File: src/logic/pmp_defines.svh
`ifndef PMP_DEFINES_SVH
`define PMP_DEFINES_SVH
// Register indices on the local register port.
`define PMP_R_CTRL 4'h0
`define PMP_R_MODE 4'h1
`define PMP_R_ADDR 4'h2
`define PMP_R_DATA 4'h3
`define PMP_R_STAT 4'h4
// Slave buffers sit at indices 8 to 11 (index bits 3:2 equal 2).
`define PMP_R_BUF 2'h2
// Control register fields (lsb positions).
`define PMP_C_ON 15
`define PMP_C_IDLE 13
`define PMP_C_MUX 11
`define PMP_C_BE 10
`define PMP_C_WR 9
`define PMP_C_RD 8
`define PMP_C_CSF 6
`define PMP_C_ALP 5
`define PMP_C_CSP 3
`define PMP_C_BEP 2
`define PMP_C_WRP 1
`define PMP_C_RDP 0
`define PMP_C_WMASK 16'hbfef
// Mode register fields (lsb positions); bit 15 is the busy flag.
`define PMP_M_IRQ 13
`define PMP_M_STEP 11
`define PMP_M_WIDE 10
`define PMP_M_MODE 8
`define PMP_M_SETUP 6
`define PMP_M_STRB 2
`define PMP_M_HOLD 0
`define PMP_M_WMASK 16'h7fff
// Address register chip select bit and status flag positions.
`define PMP_A_CS 14
`define PMP_S_OVF 14
`define PMP_S_UNF 6
`define PMP_RST 16'h0000
// Field codes.
`define PMP_MUX_SEP 2'h0
`define PMP_MUX_PART 2'h1
`define PMP_MUX_FULL 2'h2
`define PMP_CSF_CS 2'h2
`define PMP_MD_LEG 2'h0
`define PMP_MD_ADR 2'h1
`define PMP_IRQ_CYC 2'h1
`define PMP_IRQ_STALL 2'h2
`define PMP_IRQ_BUF 2'h3
`define PMP_STEP_INC 2'h1
`define PMP_STEP_DEC 2'h2
`define PMP_STEP_BUF 2'h3
// One instruction cycle and the clock period, in ns.
`define PMP_TCY_NS 4
`define PMP_CLK_NS 4
`define PMP_TCY_CLKS ((`PMP_TCY_NS + `PMP_CLK_NS - 1) / `PMP_CLK_NS)
`endif

File: src/logic/pmp_pkg.sv
package pmp_pkg;
  // Master transfer phases, one-hot.
  typedef enum logic [5:0] {
    PMP_IDLE = 6'h01,
    PMP_ALO = 6'h02,
    PMP_AHI = 6'h04,
    PMP_SETUP = 6'h08,
    PMP_STRB = 6'h10,
    PMP_HOLD = 6'h20
  } pmp_xfer_e;
  // Pin levels seen from the outside.
  typedef struct packed {
    logic [7:0] pd;
    logic [1:0] pa;
    logic cs;
    logic rd;
    logic wr;
  } pmp_host_s;
  // Pin drive; every enable is low while this block drives the pin.
  typedef struct packed {
    logic [7:0] pd_out;
    logic pd_oe_n;
    logic [13:0] pa_out;
    logic pa_oe_n;
    logic cs_out;
    logic cs_oe_n;
    logic rd_out;
    logic rd_oe_n;
    logic wr_out;
    logic wr_oe_n;
    logic be_out;
    logic be_oe_n;
  } pmp_pins_s;
endpackage

File: src/logic/pmp_port.sv
// What this block does
// - Port off means no off-chip access.
// - Idle halt bit freezes port in Idle.
// - Mux field places address on data pins.
// - Byte enable pin driven only when enabled.
// - Each strobe pin driven only when enabled.
// - Chip select field picks select or address.
// - Latch and select polarity bits set levels.
// - Polarity ignored on pins used as address.
// - Byte enable polarity bit sets level.
// - Write polarity covers enable in mode 1.
// - Read polarity covers direction in mode 1.
// - Busy shows a master transfer in flight.
// - Irq mode: none, per cycle, or stall.
// - Irq mode 3 flags buffer 3 accesses.
// - Step mode increments or decrements address.
// - Step mode 3 walks legacy slave buffers.
// - Wide mode makes two byte transfers.
// - Port mode picks master or slave kind.
// - Setup wait gives 1 to 4 cycles.
// - Strobe wait adds 0 to 15 cycles.
// - Hold wait gives 1 to 4 cycles.
// - Zero strobe wait drops setup and hold.
// - Select bit drives chip select level.
// - Host write to full buffer sets overflow.
// - Host read of empty buffer sets underflow.
`include "pmp_defines.svh"
module pmp_port (
  input wire logic CLOCK,
  input wire logic RESETN,
  input wire logic [3:0] REG_ADDR,
  input wire logic [15:0] REG_WDATA,
  input wire logic REG_WR,
  input wire logic REG_RD,
  output logic [15:0] REG_RDATA,
  input wire logic CPU_IDLE,
  output logic CPU_STALL,
  output logic PORT_IRQ,
  input wire pmp_pkg::pmp_host_s HOST_IN,
  output pmp_pkg::pmp_pins_s PIN_OUT
);
  import pmp_pkg::*;

  localparam logic [3:0] TCY_M1 = 4'(`PMP_TCY_CLKS - 1);

  // Software visible state.
  logic [15:0] ctrl_r, ctrl_nxt, mode_r, mode_nxt, addr_r, addr_nxt;
  logic [15:0] mdat_r, mdat_nxt, rdat_r, rdat_nxt;
  // Master sequencer state.
  pmp_xfer_e st_r, st_nxt;
  logic [3:0] cnt_r, cnt_nxt, tdiv_r, tdiv_nxt;
  logic hi_r, hi_nxt, wdir_r, wdir_nxt, irq_r, irq_nxt;
  // Slave buffers and their flags.
  logic [7:0] ib_r [4];
  logic [7:0] ib_nxt [4];
  logic [7:0] ob_r [4];
  logic [7:0] ob_nxt [4];
  logic [3:0] ibf_r, ibf_nxt, obe_r, obe_nxt;
  logic ovf_r, ovf_nxt, unf_r, unf_nxt, pwr_r, pwr_nxt, prd_r, prd_nxt;
  logic [1:0] wix_r, wix_nxt, rix_r, rix_nxt;
  logic [7:0] sout_r, sout_nxt;
  pmp_pins_s pins_r, pins_nxt;
  // Pin synchroniser stages and the filtered view.
  pmp_host_s h1_r, h2_r, h3_r, hf_r, hf_nxt;

  // Apply a polarity bit: level equals the bit when active.
  function automatic logic pol(input logic act, input logic p);
    pol = p ? act : ~act;
  endfunction

  // Phase that follows the address phases.
  function automatic pmp_xfer_e data_ph(input logic s0);
    data_ph = s0 ? PMP_STRB : PMP_SETUP;
  endfunction

  // Opening phase of each byte transfer.
  function automatic pmp_xfer_e first_ph(input logic [1:0] mx, input logic s0);
    first_ph = (mx != `PMP_MUX_SEP) ? PMP_ALO : data_ph(s0);
  endfunction

  // Decoded controls.
  logic on, run, master, sw0, tick, busy, hcs, hwr, hrd, wr_ev, rd_ev, bufd;
  logic [1:0] mux, pmode, widx, ridx;
  logic [3:0] sw;
  assign on = ctrl_r[`PMP_C_ON];
  // Idle halt freezes the sequencer and the host side; software register access goes on.
  assign run = on & ~(CPU_IDLE & ctrl_r[`PMP_C_IDLE]);
  assign mux = ctrl_r[`PMP_C_MUX +: 2];
  assign pmode = mode_r[`PMP_M_MODE +: 2];
  assign master = pmode[1];
  assign sw = mode_r[`PMP_M_STRB +: 4];
  assign sw0 = (sw == 4'h0);
  assign tick = run & (tdiv_r == TCY_M1);
  assign busy = (st_r != PMP_IDLE);
  // Host strobes are judged against the configured polarities.
  assign hcs = pol(hf_r.cs, ctrl_r[`PMP_C_CSP]);
  assign hwr = pol(hf_r.wr, ctrl_r[`PMP_C_WRP]);
  assign hrd = pol(hf_r.rd, ctrl_r[`PMP_C_RDP]);
  assign wr_ev = run & ~master & hcs & hwr & ~pwr_r;
  assign rd_ev = run & ~master & hcs & hrd & ~prd_r;
  assign bufd = (pmode == `PMP_MD_LEG) && (mode_r[`PMP_M_STEP +: 2] == `PMP_STEP_BUF);
  assign widx = (pmode == `PMP_MD_ADR) ? hf_r.pa : (bufd ? wix_r : 2'h0);
  assign ridx = (pmode == `PMP_MD_ADR) ? hf_r.pa : (bufd ? rix_r : 2'h0);

  // Length of a phase in instruction cycles, minus one.
  function automatic logic [3:0] plen(input pmp_xfer_e s);
    logic [3:0] b;
    b = sw0 ? 4'h0 : {2'h0, mode_r[`PMP_M_SETUP +: 2]};
    unique case (s)
      PMP_IDLE: plen = 4'h0;
      PMP_ALO, PMP_AHI, PMP_SETUP: plen = b;
      PMP_STRB: plen = sw;
      PMP_HOLD: plen = sw0 ? 4'h0 : {2'h0, mode_r[`PMP_M_HOLD +: 2]};
    endcase
  endfunction

  // Next state of the filter: a bit moves once stages two and three agree.
  always_comb begin
    hf_nxt = pmp_host_s'((h2_r & ~(h2_r ^ h3_r)) | (hf_r & (h2_r ^ h3_r)));
  end

  // Synchroniser and filter registers; the first stage feeds only the second.
  always_ff @(posedge CLOCK) begin
    if (!RESETN) begin
      h1_r <= '0;
      h2_r <= '0;
      h3_r <= '0;
      hf_r <= '0;
    end else begin
      h1_r <= HOST_IN;
      h2_r <= h1_r;
      h3_r <= h2_r;
      hf_r <= hf_nxt;
    end
  end

  // Next values of registers, sequencer, slave buffers and pins.
  always_comb begin
    logic bend;
    logic [7:0] byt;
    bend = 1'b0;
    byt = hi_r ? mdat_r[15:8] : mdat_r[7:0];
    ctrl_nxt = ctrl_r;
    mode_nxt = mode_r;
    addr_nxt = addr_r;
    mdat_nxt = mdat_r;
    rdat_nxt = 16'h0000;
    st_nxt = st_r;
    cnt_nxt = cnt_r;
    hi_nxt = hi_r;
    wdir_nxt = wdir_r;
    irq_nxt = 1'b0;
    ib_nxt = ib_r;
    ob_nxt = ob_r;
    ibf_nxt = ibf_r;
    obe_nxt = obe_r;
    ovf_nxt = ovf_r;
    unf_nxt = unf_r;
    wix_nxt = wix_r;
    rix_nxt = rix_r;
    sout_nxt = sout_r;
    pwr_nxt = hcs & hwr;
    prd_nxt = hcs & hrd;
    // The cycle divider only counts while the port runs.
    tdiv_nxt = run ? (tick ? 4'h0 : tdiv_r + 4'h1) : tdiv_r;
    // Master sequencer; counts phases down, one step per instruction cycle.
    if (busy && tick) begin
      if (cnt_r != 4'h0) begin
        cnt_nxt = cnt_r - 4'h1;
      end else begin
        unique case (st_r)
          PMP_IDLE: st_nxt = PMP_IDLE;
          PMP_ALO: st_nxt = (mux == `PMP_MUX_FULL) ? PMP_AHI : data_ph(sw0);
          PMP_AHI: st_nxt = data_ph(sw0);
          PMP_SETUP: st_nxt = PMP_STRB;
          PMP_STRB: begin
            if (sw0) begin
              bend = 1'b1;
            end else begin
              st_nxt = PMP_HOLD;
            end
          end
          PMP_HOLD: bend = 1'b1;
        endcase
      end
    end
    // End of one byte: sample read data, then go on or finish.
    if (bend) begin
      if (!wdir_r) begin
        if (hi_r) begin
          mdat_nxt[15:8] = hf_r.pd;
        end else begin
          mdat_nxt[7:0] = hf_r.pd;
        end
      end
      if (mode_r[`PMP_M_WIDE] && !hi_r) begin
        hi_nxt = 1'b1;
        st_nxt = first_ph(mux, sw0);
      end else begin
        st_nxt = PMP_IDLE;
        irq_nxt = (mode_r[`PMP_M_IRQ +: 2] == `PMP_IRQ_CYC);
        if (mode_r[`PMP_M_STEP +: 2] == `PMP_STEP_INC) begin
          addr_nxt[10:0] = addr_r[10:0] + 11'h1;
        end else if (mode_r[`PMP_M_STEP +: 2] == `PMP_STEP_DEC) begin
          addr_nxt[10:0] = addr_r[10:0] - 11'h1;
        end
      end
    end
    // Host accesses in slave modes; the host sets flags after software clears.
    if (wr_ev) begin
      if (ibf_r[widx]) begin
        ovf_nxt = 1'b1;
      end else begin
        ib_nxt[widx] = hf_r.pd;
      end
      if (bufd) begin
        wix_nxt = wix_r + 2'h1;
      end
    end
    if (rd_ev) begin
      unf_nxt = unf_r | obe_r[ridx];
      sout_nxt = ob_r[ridx];
      if (bufd) begin
        rix_nxt = rix_r + 2'h1;
      end
    end
    if ((wr_ev && widx == 2'h3) || (rd_ev && ridx == 2'h3)) begin
      irq_nxt = (mode_r[`PMP_M_IRQ +: 2] == `PMP_IRQ_BUF)
                && (bufd || pmode == `PMP_MD_ADR);
    end
    // Software writes; a write during a busy transfer to the data register is dropped.
    if (REG_WR) begin
      if (REG_ADDR[3:2] == `PMP_R_BUF) begin
        ob_nxt[REG_ADDR[1:0]] = REG_WDATA[7:0];
        obe_nxt[REG_ADDR[1:0]] = 1'b0;
      end else if (REG_ADDR == `PMP_R_CTRL) begin
        ctrl_nxt = REG_WDATA & `PMP_C_WMASK;
      end else if (REG_ADDR == `PMP_R_MODE) begin
        mode_nxt = REG_WDATA & `PMP_M_WMASK;
      end else if (REG_ADDR == `PMP_R_ADDR) begin
        addr_nxt = REG_WDATA;
      end else if (REG_ADDR == `PMP_R_DATA && master && run && !busy) begin
        mdat_nxt = REG_WDATA;
        wdir_nxt = 1'b1;
        hi_nxt = 1'b0;
        st_nxt = first_ph(mux, sw0);
      end else if (REG_ADDR == `PMP_R_STAT) begin
        // A host event in the same cycle as the clear still sets the flag.
        ovf_nxt = (ovf_r & REG_WDATA[`PMP_S_OVF]) | (wr_ev & ibf_r[widx]);
        unf_nxt = (unf_r & REG_WDATA[`PMP_S_UNF]) | (rd_ev & obe_r[ridx]);
      end
    end
    // Software reads answer one cycle later; a data read starts a master read.
    if (REG_RD) begin
      if (REG_ADDR[3:2] == `PMP_R_BUF) begin
        rdat_nxt = {8'h00, ib_r[REG_ADDR[1:0]]};
        ibf_nxt[REG_ADDR[1:0]] = 1'b0;
      end else if (REG_ADDR == `PMP_R_CTRL) begin
        rdat_nxt = ctrl_r;
      end else if (REG_ADDR == `PMP_R_MODE) begin
        rdat_nxt = {busy, mode_r[14:0]};
      end else if (REG_ADDR == `PMP_R_ADDR) begin
        rdat_nxt = addr_r;
      end else if (REG_ADDR == `PMP_R_DATA) begin
        rdat_nxt = mode_r[`PMP_M_WIDE] ? mdat_r : {8'h00, mdat_r[7:0]};
        if (master && run && !busy) begin
          wdir_nxt = 1'b0;
          hi_nxt = 1'b0;
          st_nxt = first_ph(mux, sw0);
        end
      end else if (REG_ADDR == `PMP_R_STAT) begin
        rdat_nxt = {&ibf_r, ovf_r, 2'h0, ibf_r, &obe_r, unf_r, 2'h0, obe_r};
      end
    end
    // Host data lands after the software side, so a set beats a clear.
    if (wr_ev && !ibf_r[widx]) begin
      ibf_nxt[widx] = 1'b1;
    end
    if (rd_ev) begin
      obe_nxt[ridx] = 1'b1;
    end
    // Turning the port off aborts any transfer at once.
    if (!on) begin
      st_nxt = PMP_IDLE;
    end
    if (st_nxt != st_r) begin
      cnt_nxt = plen(st_nxt);
    end
    // Pin drive, registered one cycle before it reaches the pads.
    pins_nxt = '0;
    pins_nxt.pd_oe_n = 1'b1;
    pins_nxt.pa_oe_n = ~(on & master);
    pins_nxt.cs_oe_n = ~(on & master);
    pins_nxt.rd_oe_n = ~(on & master & ctrl_r[`PMP_C_RD]);
    pins_nxt.wr_oe_n = ~(on & master & ctrl_r[`PMP_C_WR]);
    pins_nxt.be_oe_n = ~(on & master & mode_r[`PMP_M_WIDE] & ctrl_r[`PMP_C_BE]);
    if (mux == `PMP_MUX_SEP) begin
      pins_nxt.pa_out = addr_r[13:0];
    end else begin
      if (mux == `PMP_MUX_PART) begin
        pins_nxt.pa_out[10:8] = addr_r[10:8];
      end
      pins_nxt.pa_out[0] = pol(st_r == PMP_ALO, ctrl_r[`PMP_C_ALP]);
      pins_nxt.pa_out[1] = pol(st_r == PMP_AHI, ctrl_r[`PMP_C_ALP]);
    end
    if (ctrl_r[`PMP_C_CSF +: 2] == `PMP_CSF_CS) begin
      pins_nxt.cs_out = pol(addr_r[`PMP_A_CS], ctrl_r[`PMP_C_CSP]);
    end else begin
      pins_nxt.cs_out = addr_r[`PMP_A_CS];
    end
    if (pmode == 2'h3) begin
      pins_nxt.rd_out = pol(busy & ~wdir_r, ctrl_r[`PMP_C_RDP]);
      pins_nxt.wr_out = pol(st_r == PMP_STRB, ctrl_r[`PMP_C_WRP]);
    end else begin
      pins_nxt.rd_out = pol(st_r == PMP_STRB && !wdir_r, ctrl_r[`PMP_C_RDP]);
      pins_nxt.wr_out = pol(st_r == PMP_STRB && wdir_r, ctrl_r[`PMP_C_WRP]);
    end
    pins_nxt.be_out = pol(busy & hi_r, ctrl_r[`PMP_C_BEP]);
    if (on && master) begin
      if (st_r == PMP_ALO) begin
        pins_nxt.pd_out = addr_r[7:0];
        pins_nxt.pd_oe_n = 1'b0;
      end else if (st_r == PMP_AHI) begin
        pins_nxt.pd_out = addr_r[15:8];
        pins_nxt.pd_oe_n = 1'b0;
      end else if (busy && wdir_r) begin
        pins_nxt.pd_out = byt;
        pins_nxt.pd_oe_n = 1'b0;
      end
    end else if (on) begin
      pins_nxt.pd_out = sout_r;
      pins_nxt.pd_oe_n = ~(hcs & hrd);
    end
  end

  // State registers; sync reset to constants only.
  always_ff @(posedge CLOCK) begin
    if (!RESETN) begin
      ctrl_r <= `PMP_RST;
      mode_r <= `PMP_RST;
      addr_r <= `PMP_RST;
      mdat_r <= `PMP_RST;
      rdat_r <= `PMP_RST;
      st_r <= PMP_IDLE;
      cnt_r <= 4'h0;
      tdiv_r <= 4'h0;
      hi_r <= 1'b0;
      wdir_r <= 1'b0;
      irq_r <= 1'b0;
      ib_r <= '{default: 8'h00};
      ob_r <= '{default: 8'h00};
      ibf_r <= 4'h0;
      obe_r <= 4'hf;
      ovf_r <= 1'b0;
      unf_r <= 1'b0;
      pwr_r <= 1'b0;
      prd_r <= 1'b0;
      wix_r <= 2'h0;
      rix_r <= 2'h0;
      sout_r <= 8'h00;
      pins_r <= '{pd_oe_n: 1'b1, pa_oe_n: 1'b1, cs_oe_n: 1'b1, rd_oe_n: 1'b1,
                  wr_oe_n: 1'b1, be_oe_n: 1'b1, default: '0};
    end else begin
      ctrl_r <= ctrl_nxt;
      mode_r <= mode_nxt;
      addr_r <= addr_nxt;
      mdat_r <= mdat_nxt;
      rdat_r <= rdat_nxt;
      st_r <= st_nxt;
      cnt_r <= cnt_nxt;
      tdiv_r <= tdiv_nxt;
      hi_r <= hi_nxt;
      wdir_r <= wdir_nxt;
      irq_r <= irq_nxt;
      ib_r <= ib_nxt;
      ob_r <= ob_nxt;
      ibf_r <= ibf_nxt;
      obe_r <= obe_nxt;
      ovf_r <= ovf_nxt;
      unf_r <= unf_nxt;
      pwr_r <= pwr_nxt;
      prd_r <= prd_nxt;
      wix_r <= wix_nxt;
      rix_r <= rix_nxt;
      sout_r <= sout_nxt;
      pins_r <= pins_nxt;
    end
  end

  // Stall holds the processor for the whole transfer.
  assign CPU_STALL = busy && (mode_r[`PMP_M_IRQ +: 2] == `PMP_IRQ_STALL);
  assign PORT_IRQ = irq_r;
  assign REG_RDATA = rdat_r;
  assign PIN_OUT = pins_r;

  // Last phase of the last byte of a master transfer.
  logic bend_q;
  assign bend_q = busy && tick && cnt_r == 4'h0 && st_nxt == PMP_IDLE && on;
endmodule

File: config.mk
export PLATFORM = sky130hd
export DESIGN_NAME = pmp_port
export DESIGN_NICKNAME = d
export VERILOG_FILES = /design/src/logic/pmp_pkg.sv /design/src/logic/pmp_port.sv
export VERILOG_INCLUDE_DIRS = /design/src /design/src/logic
export SDC_FILE = /design/constraint.sdc
export NUM_CORES = 1
export LEC_CHECK = 0
export BUFFER_PORTS_ARGS = -buffer_cell sky130_fd_sc_hd__buf_2
export CORE_ASPECT_RATIO = 1.25
export CORE_MARGIN = 2
export CORE_UTILIZATION = 58
export DETAILED_ROUTE_END_ITERATION = 10
export PLACE_DENSITY = 0.77
export SLEW_MARGIN = 20
export SYNTH_ARGS = -nofsm -noshare
export SYNTH_HDL_FRONTEND = slang
export SYNTH_SLANG_ARGS = --single-unit
File: constraint.sdc
create_clock -name CLOCK -period 4.3 [get_ports CLOCK]
set_clock_uncertainty 0.05 [all_clocks]
set_input_delay 0.43 -clock CLOCK [delete_from_list [all_inputs] [get_ports CLOCK]]
set_output_delay 0.43 -clock CLOCK [all_outputs]
set_load 0.05 [all_outputs]
==> results of run 1 <==
area by class of cell:
| cell class | instances | share of cell area (%) |
|---|---|---|
| clock buffers | 35 | 5.61 |
| clock inverters | 10 | 1.09 |
| inverters | 17 | 0.514 |
| multi-input cells | 932 | 44.2 |
| flip-flops and latches | 265 | 41.1 |
| well taps | 265 | 2.57 |
| repair buffers | 113 | 4.89 |
per-stage QoR:
stage          instance area (µm²)  instances  hold slack, ns  util [%]
2_1_floorplan                11500       1308           0.321         -
3_3_place_gp                 12000       1592           0.334      62.0
3_5_place_dp                 12000       1592           0.342      62.0
4_1_cts                      12900       1637          0.0396      66.5
5_1_grt                      12900       1637          0.0363      66.5
6_report                     12900       1637          0.0522      66.5
flip-flops by register name (all words and copies together), names as in the netlist, 2 cells and up, named ones only:
register,cells
addr_r,16
obe_r,4
st_r,6
sout_r,8
ibf_r,4
mode_r,15
wix_r,2
ib_r,32
h3_r,13
ob_r,32
ctrl_r,14
h2_r,13
rix_r,2
cnt_r,4
h1_r,13
PIN_OUT,31
tdiv_r,4
REG_RDATA,16
mdat_r,16
critical path: stages, from the launching register on:
cell       delay (ns)
dfxtp_1          0.34
inv_1            0.07
ha_1             0.14
nor3b_1          0.35
nand3_1          0.29
a2111oi_0        0.47
nor2_1           0.16
o32ai_1          0.48
xor2_1           0.18
a2111oi_4        0.54
a41oi_1          0.09
a211oi_1         0.23
per-layer routing:
| metal | vias to the layer above | global-route usage [%] | wire length, µm |
|---|---|---|---|
| li1 | 4659 | - | - |
| met1 | 4651 | 39.1 | 13100 |
| met2 | 397 | 51.5 | 15700 |
| met3 | 108 | 3.78 | 2080 |
| met4 | 0 | 16.1 | 1900 |
| met5 | - | 0 | 0 |
synth_stat cells, types with 3 or more instances:
master	n	area share (%)
a22o_1	4	0.31
and3_1	19	1.0
xnor2_1	13	0.99
nor3_1	21	0.92
and2_1	46	2.5
a31oi_1	9	0.49
nand2_1	183	6.0
nor4_1	4	0.22
nand4_1	5	0.27
a221oi_1	4	0.31
dfxtp_1	265	46
buf_4	4	0.26
nor2_1	162	5.3
a21oi_1	109	4.8
mux2i_1	80	7.0
a211o_1	3	0.23
buf_1	6	0.20
ha_1	6	0.66
xor2_1	17	1.3
a22oi_1	3	0.20
clkbuf_2	3	0.13
o21ai_0	36	1.6
a222oi_1	14	1.2
mux2_2	11	1.1
nand3_1	29	1.3
a211oi_1	54	3.5
or3_1	5	0.27
a21boi_0	3	0.20
clkbuf_1	76	2.5
mux4_2	10	2.0
nand2b_1	7	0.38
inv_1	17	0.56
nand3b_1	3	0.20
buf_2	3	0.13
nor3b_1	5	0.33
nor2b_1	18	0.98
where the power goes:
| group | total [µW] | internal, µW | leakage [µW] | switching, µW |
|---|---|---|---|---|
| Clock | 2300 | 1360 | 0.000415 | 948 |
| Sequential | 2510 | 2490 | 0.00215 | 23.1 |
| Combinational | 223 | 64.4 | 0.00242 | 159 |
| Total | 5040 | 3910 | 0.00498 | 1130 |
layout by cell type (no fill, tap or decap), types with 4 or more instances in the layout:
cell type | Yosys | layout
xor2_1 | 17 | 17
mux2_2 | 11 | 11
buf_4 | 4 | 26
a31oi_1 | 9 | 9
clkbuf_8 | 0 | 6
clkbuf_1 | 76 | 4
a211oi_1 | 54 | 54
a222oi_1 | 14 | 14
nor4_1 | 4 | 4
and2_1 | 46 | 46
xnor2_1 | 13 | 13
nand2_1 | 183 | 183
nor2b_1 | 18 | 18
nor3b_1 | 5 | 5
buf_2 | 3 | 87
mux2i_1 | 80 | 80
nand2b_1 | 7 | 7
nand4_1 | 5 | 5
dfxtp_1 | 265 | 265
a221oi_1 | 4 | 4
a21oi_1 | 109 | 108
nand3_1 | 29 | 29
ha_1 | 6 | 6
and3_1 | 19 | 19
mux4_2 | 10 | 10
o21ai_0 | 36 | 36
nor3_1 | 21 | 20
a22o_1 | 4 | 4
or3_1 | 5 | 5
clkbuf_16 | 0 | 25
inv_1 | 17 | 16
nor2_1 | 162 | 162
cells by family after synthesis:
| kind of cell | synth area share (%) |
|---|---|
| compound gates | 15.5 |
| mux | 10.0 |
| simple gates | 21.2 |
| xor+xnor | 2.29 |
| flops | 46.3 |
| fa+ha+maj | 0.656 |
| buf+inv | 3.97 |
worst min-delay path by stage:
stage                                       from               endpoint  depth (start not counted)
after global placement    ctrl_r[8]$_SDFFE_PN0P_  PIN_OUT[4]$_SDFF_PN1_                          1
after detailed placement  ctrl_r[8]$_SDFFE_PN0P_  PIN_OUT[4]$_SDFF_PN1_                          1
after floorplan           ctrl_r[9]$_SDFFE_PN0P_  PIN_OUT[2]$_SDFF_PN1_                          1
after global routing                  HOST_IN[8]     h1_r[8]$_SDFF_PN0_                          2
after CTS                             HOST_IN[8]     h1_r[8]$_SDFF_PN0_                          2
final                                 HOST_IN[8]     h1_r[8]$_SDFF_PN0_                          2
==> impl_metrics.json, run 1 <==
{
  "nets": 1398,
  "firstDrtPassIters": 6,
  "worstMarginPinSlew_ns": 1.15,
  "avgSynthCellArea_um2": 8.75,
  "path_clk_slew_ns": 0.07,
  "fp.dieW_um": 130,
  "rrSetupSlack_ns": 0.81,
  "grt_pass1_vias": 9444,
  "grt_usage_pct": 30.9,
  "max_freq_mhz": 287,
  "dp_slack_ns": 0.892,
  "tns_ns": 0,
  "drt_wl_total_um": 32800,
  "num_rows": 57,
  "die_h_um": 161,
  "status": "finished clean",
  "synth.distinct_cells": 71,
  "slew_violations": 0,
  "antenna_cells": 0,
  "cts_buffer_depth": 3,
  "num_vias": 9815,
  "cts_tree": "built",
  "initial_utilization_pct": 59.0,
  "wl_per_cell_um": 20.0,
  "post_cts_resize_count": 0,
  "r2r_end": "cnt_r[2]$_SDFFE_PN0P_",
  "drv_cap": 0,
  "drc": 0,
  "leakagePower_uw": 0.00498,
  "yosysSeqAreaShare_pct": 46.3,
  "seqCellArea_um2": 5310,
  "clk_latency_ns": 0.53,
  "ioPinCount": 88,
  "synthCells": 1308,
  "yosys_warnings": 0,
  "worstReg2RegStart": "tdiv_r[0]$_SDFFE_PN0N_",
  "relSlewSlack_pct": 23.2,
  "min_period_ns": 3.49,
  "dieArea_um2": 20900,
  "grt_overflow": 0,
  "drtIter0Drc": 863,
  "ys_dominant_reg_cell": "dfxtp_1",
  "cts_root_buf": "clkbuf_16",
  "ant_nets": 0,
  "rsz0062_at_grt": "false",
  "core_um2": 19400,
  "ctsHoldBuffers": 0,
  "fin_crit_sh_pct": 81.1,
  "synth_area_um2": 11500,
  "worst-path-max-fanout": 8,
  "grt_pass1_wl_um": 50800,
  "grt_max_degree": 65,
  "post_cts.repair.setup_buffers": 0,
  "cp-end-kind": "register",
  "crit_path_end": "cnt_r[2]$_SDFFE_PN0P_",
  "worstPathRequired_ns": 4.68,
  "syn-num-nets": 1352,
  "synth_edf_count": 0,
  "min-delay-path-class": "in2reg",
  "drive_gt1_share_pct": 14.2,
  "synthToLayoutAreaGrowth_pct": 12.6,
  "finalPower_uw": 5040,
  "nFillCells": 1647,
  "place_congestion": 1.02,
  "antenna_found_initial": 0,
  "synthArstFlopShare_pct": 0,
  "hold_viol": 0,
  "cts_buffers": 25,
  "multi_input_area_um2": 5700,
  "worst_setup_path_start_kind": "register",
  "cts_max_level": 1,
  "startpoint": "tdiv_r[0]$_SDFFE_PN0N_",
  "synth_seq_cells": 265,
  "r2r.worst_path.cells": 11,
  "ir_drop_uv": 363,
  "port_buffers": 87,
  "cts_sinks": 265,
  "p_per_area_nw_per_um2": 391,
  "fin_ws_ns": 0.811,
  "viasPerCell": 6.00,
  "setup_viol_count_final": 0,
  "critical_path_class": "reg2reg",
  "worstPathArrival_ns": 3.87,
  "place_hpwl_um": 22800
}
Power figures use the tool's default switching activity.
==> run 2: changes to the inputs <==
--- a/config.mk
+++ b/config.mk
@@ -9,9 +9,9 @@
 export BUFFER_PORTS_ARGS = -buffer_cell sky130_fd_sc_hd__buf_2
 export CORE_ASPECT_RATIO = 1.25
 export CORE_MARGIN = 2
-export CORE_UTILIZATION = 58
+export CORE_UTILIZATION = 54
 export DETAILED_ROUTE_END_ITERATION = 10
-export PLACE_DENSITY = 0.77
+export PLACE_DENSITY = 0.76
 export SLEW_MARGIN = 20
 export SYNTH_ARGS = -nofsm -noshare
 export SYNTH_HDL_FRONTEND = slang
==> constraint.sdc (replaced) <==
create_clock -name CLOCK -period 3.2 [get_ports CLOCK]
set_clock_uncertainty 0.05 [all_clocks]
set_input_delay 0.32 -clock CLOCK [delete_from_list [all_inputs] [get_ports CLOCK]]
set_output_delay 0.32 -clock CLOCK [all_outputs]
set_load 0.05 [all_outputs]
==> run 2 against run 1 <==
  * Non-clock buffer count increased by 55
  * Flip-flop and latch count did not move
  * Count of clock-buffer cells in the layout did not move
  * Sequential share of layout area down 1.9 points
  * Cell count rose by 4.2%
  * Final area up 5.1%
  * Register-to-register slack got worse by 0.71 ns
  * Die area rose by 7.2%
  * Hold slack lost 0.028 ns
  * Global-route usage is 1.5 points lower
  * Largest power group unchanged
  * Highest routed layer unchanged
==> impl_metrics.json, run 2 (same netlist as run 1, synthesis figures left out) <==
{
  "max_freq_mhz": 323,
  "grt_usage_pct": 29.5,
  "num_rows": 59,
  "cp-end-kind": "register",
  "cts_max_level": 1,
  "path_clk_slew_ns": 0.06,
  "min-delay-path-class": "in2reg",
  "ioPinCount": 88,
  "synthToLayoutAreaGrowth_pct": 18.3,
  "final_util_pct": 65.1,
  "nets": 1455,
  "worst_setup_path_start_kind": "register",
  "critical_path_class": "reg2reg",
  "cts_root_buf": "clkbuf_16",
  "core_um2": 20800,
  "cts_sinks": 265,
  "clk_latency_ns": 0.53,
  "num_vias": 10200,
  "worst-path-max-fanout": 7,
  "instances_no_fill": 1705,
  "route.met2.wl_um": 16000,
  "routed.top_layer": "met4",
  "leakagePower_uw": 0.00531,
  "drc": 0,
  "met3WireLength_um": 2580,
  "worstPathRequired_ns": 3.57,
  "fin_area_um2": 13600,
  "drive_gt1_share_pct": 18.3,
  "cts_buffers": 27,
  "hold_viol": 0,
  "relSlewSlack_pct": 39.8,
  "cts_buffer_depth": 3,
  "max_stage_delay_ns": 0.43,
  "fin_crit_sh_pct": 96.8,
  "antenna_found_initial": 0,
  "wl_met1_um": 13000,
  "place_hpwl_um": 23200,
  "fp.dieW_um": 134,
  "placed_area_um2": 12300,
  "worstMarginPinSlew_ns": 0.903,
  "firstDrtPassIters": 8,
  "crit_slowest_cell": "a2111oi_4",
  "viasPerCell": 5.97,
  "initial_utilization_pct": 55.0,
  "drt_wl_total_um": 33600,
  "final_common_cell": "dfxtp_1",
  "port_buffers": 87,
  "place_congestion": 0.988,
  "ir_drop_uv": 483,
  "cp_cell_sequence": "inv_2, ha_2, nor3b_4, nand3_2, buf_6, a2111oi_4, mux2i_1, o32ai_2, xor2_1, a2111oi_4, buf_4, buf_4, o311a_1",
  "drtIter0Drc": 1055,
  "worstPathArrival_ns": 3.46,
  "grt_pass1_wl_um": 52400,
  "finalPower_uw": 6940,
  "dp_cells": 1636,
  "setup_viol_count_final": 0,
  "drv_cap": 0,
  "status": "finished clean",
  "grt_pass1_vias": 9811,
  "ant_nets": 0,
  "p_per_area_nw_per_um2": 512,
  "min_period_ns": 3.10,
  "wl_per_cell_um": 19.7,
  "tns_ns": 0,
  "cts_tree": "built",
  "grt_overflow": 0,
  "antenna_cells": 0,
  "dieArea_um2": 22400,
  "grt_max_degree": 79,
  "die_h_um": 167,
  "final_cell_mix": "dfxtp_1 (260), nand2_1 (183), nor2_1 (161)",
  "slew_violations": 0
}
## run 2: cell types whose count changed in the layout (fill, tap and decap cells not counted), sizes merged
cell,previous run,this run
buf,113,154
dlygate4sd3,0,14
clkinv,3,6
inv,18,19
## run 2: through the flow
stage | setup slack, ns | hold WS (ns)
after floorplan | 0.300 | 0.321
after global placement | 0.0674 | 0.335
after detailed placement | 0.0194 | 0.336
after CTS | 0.0338 | 0.00303
after global routing | -0.0536 | 0.0189
final | 0.103 | 0.0239
## run 2: final cells by class
cell class	instances	area, µm²
tap	274	343
multi-input combinational	932	5800
clock buffer	35	756
clock inverter	14	164
timing repair buffer	168	1110
fill	1762	7270
sequential	265	5310
inverter	17	66.3
## run 2: where the power goes
group,switching [µW],internal (µW)
logic,221,107
clock network,1320,1910
registers,29.4,3340
## run 2: final timing paths
| kind | cells after the start | endpoint | start | slack (ns) |
|---|---|---|---|---|
| worst max register to register | 13 | cnt_r[0]$_SDFFE_PN0P_ | cnt_r[0]$_SDFFE_PN0P_ | 0.10 |
| worst min register to register | 1 | PIN_OUT[4]$_SDFF_PN1_ | ctrl_r[8]$_SDFFE_PN0P_ | 0.35 |
| worst min-delay path | 3 | mode_r[10]$_SDFFE_PN0P_ | REG_WDATA[10] | 0.02 |
| worst max-delay path | 13 | cnt_r[0]$_SDFFE_PN0P_ | cnt_r[0]$_SDFFE_PN0P_ | 0.10 |
## run 2: critical path, delay by kind of cell, from the launching register on
kind / cells / cell delay, ns
AOI/OAI and AO/OA: 4 / 0.94
xor gates and xnor gates: 1 / 0.25
adders and majority gates: 1 / 0.17
buffers and inverters: 4 / 0.54
DFF: 1 / 0.33
muxes: 1 / 0.32
and+or+nand+nor: 2 / 0.37
## run 2: per-layer routing
layer	up-vias	track usage [%]
met5	-	0
met4	0	16.5
met3	133	4.93
met2	492	49.5
met1	4772	35.6
li1	4784	-
## run 2: repair_timing
action,CTS,global route
hold endpoints to repair,14,0
setup buffers,1,5
hold buffers,14,0
pin swaps,1,11
gates resized for setup,0,30
setup endpoints to repair,4,4
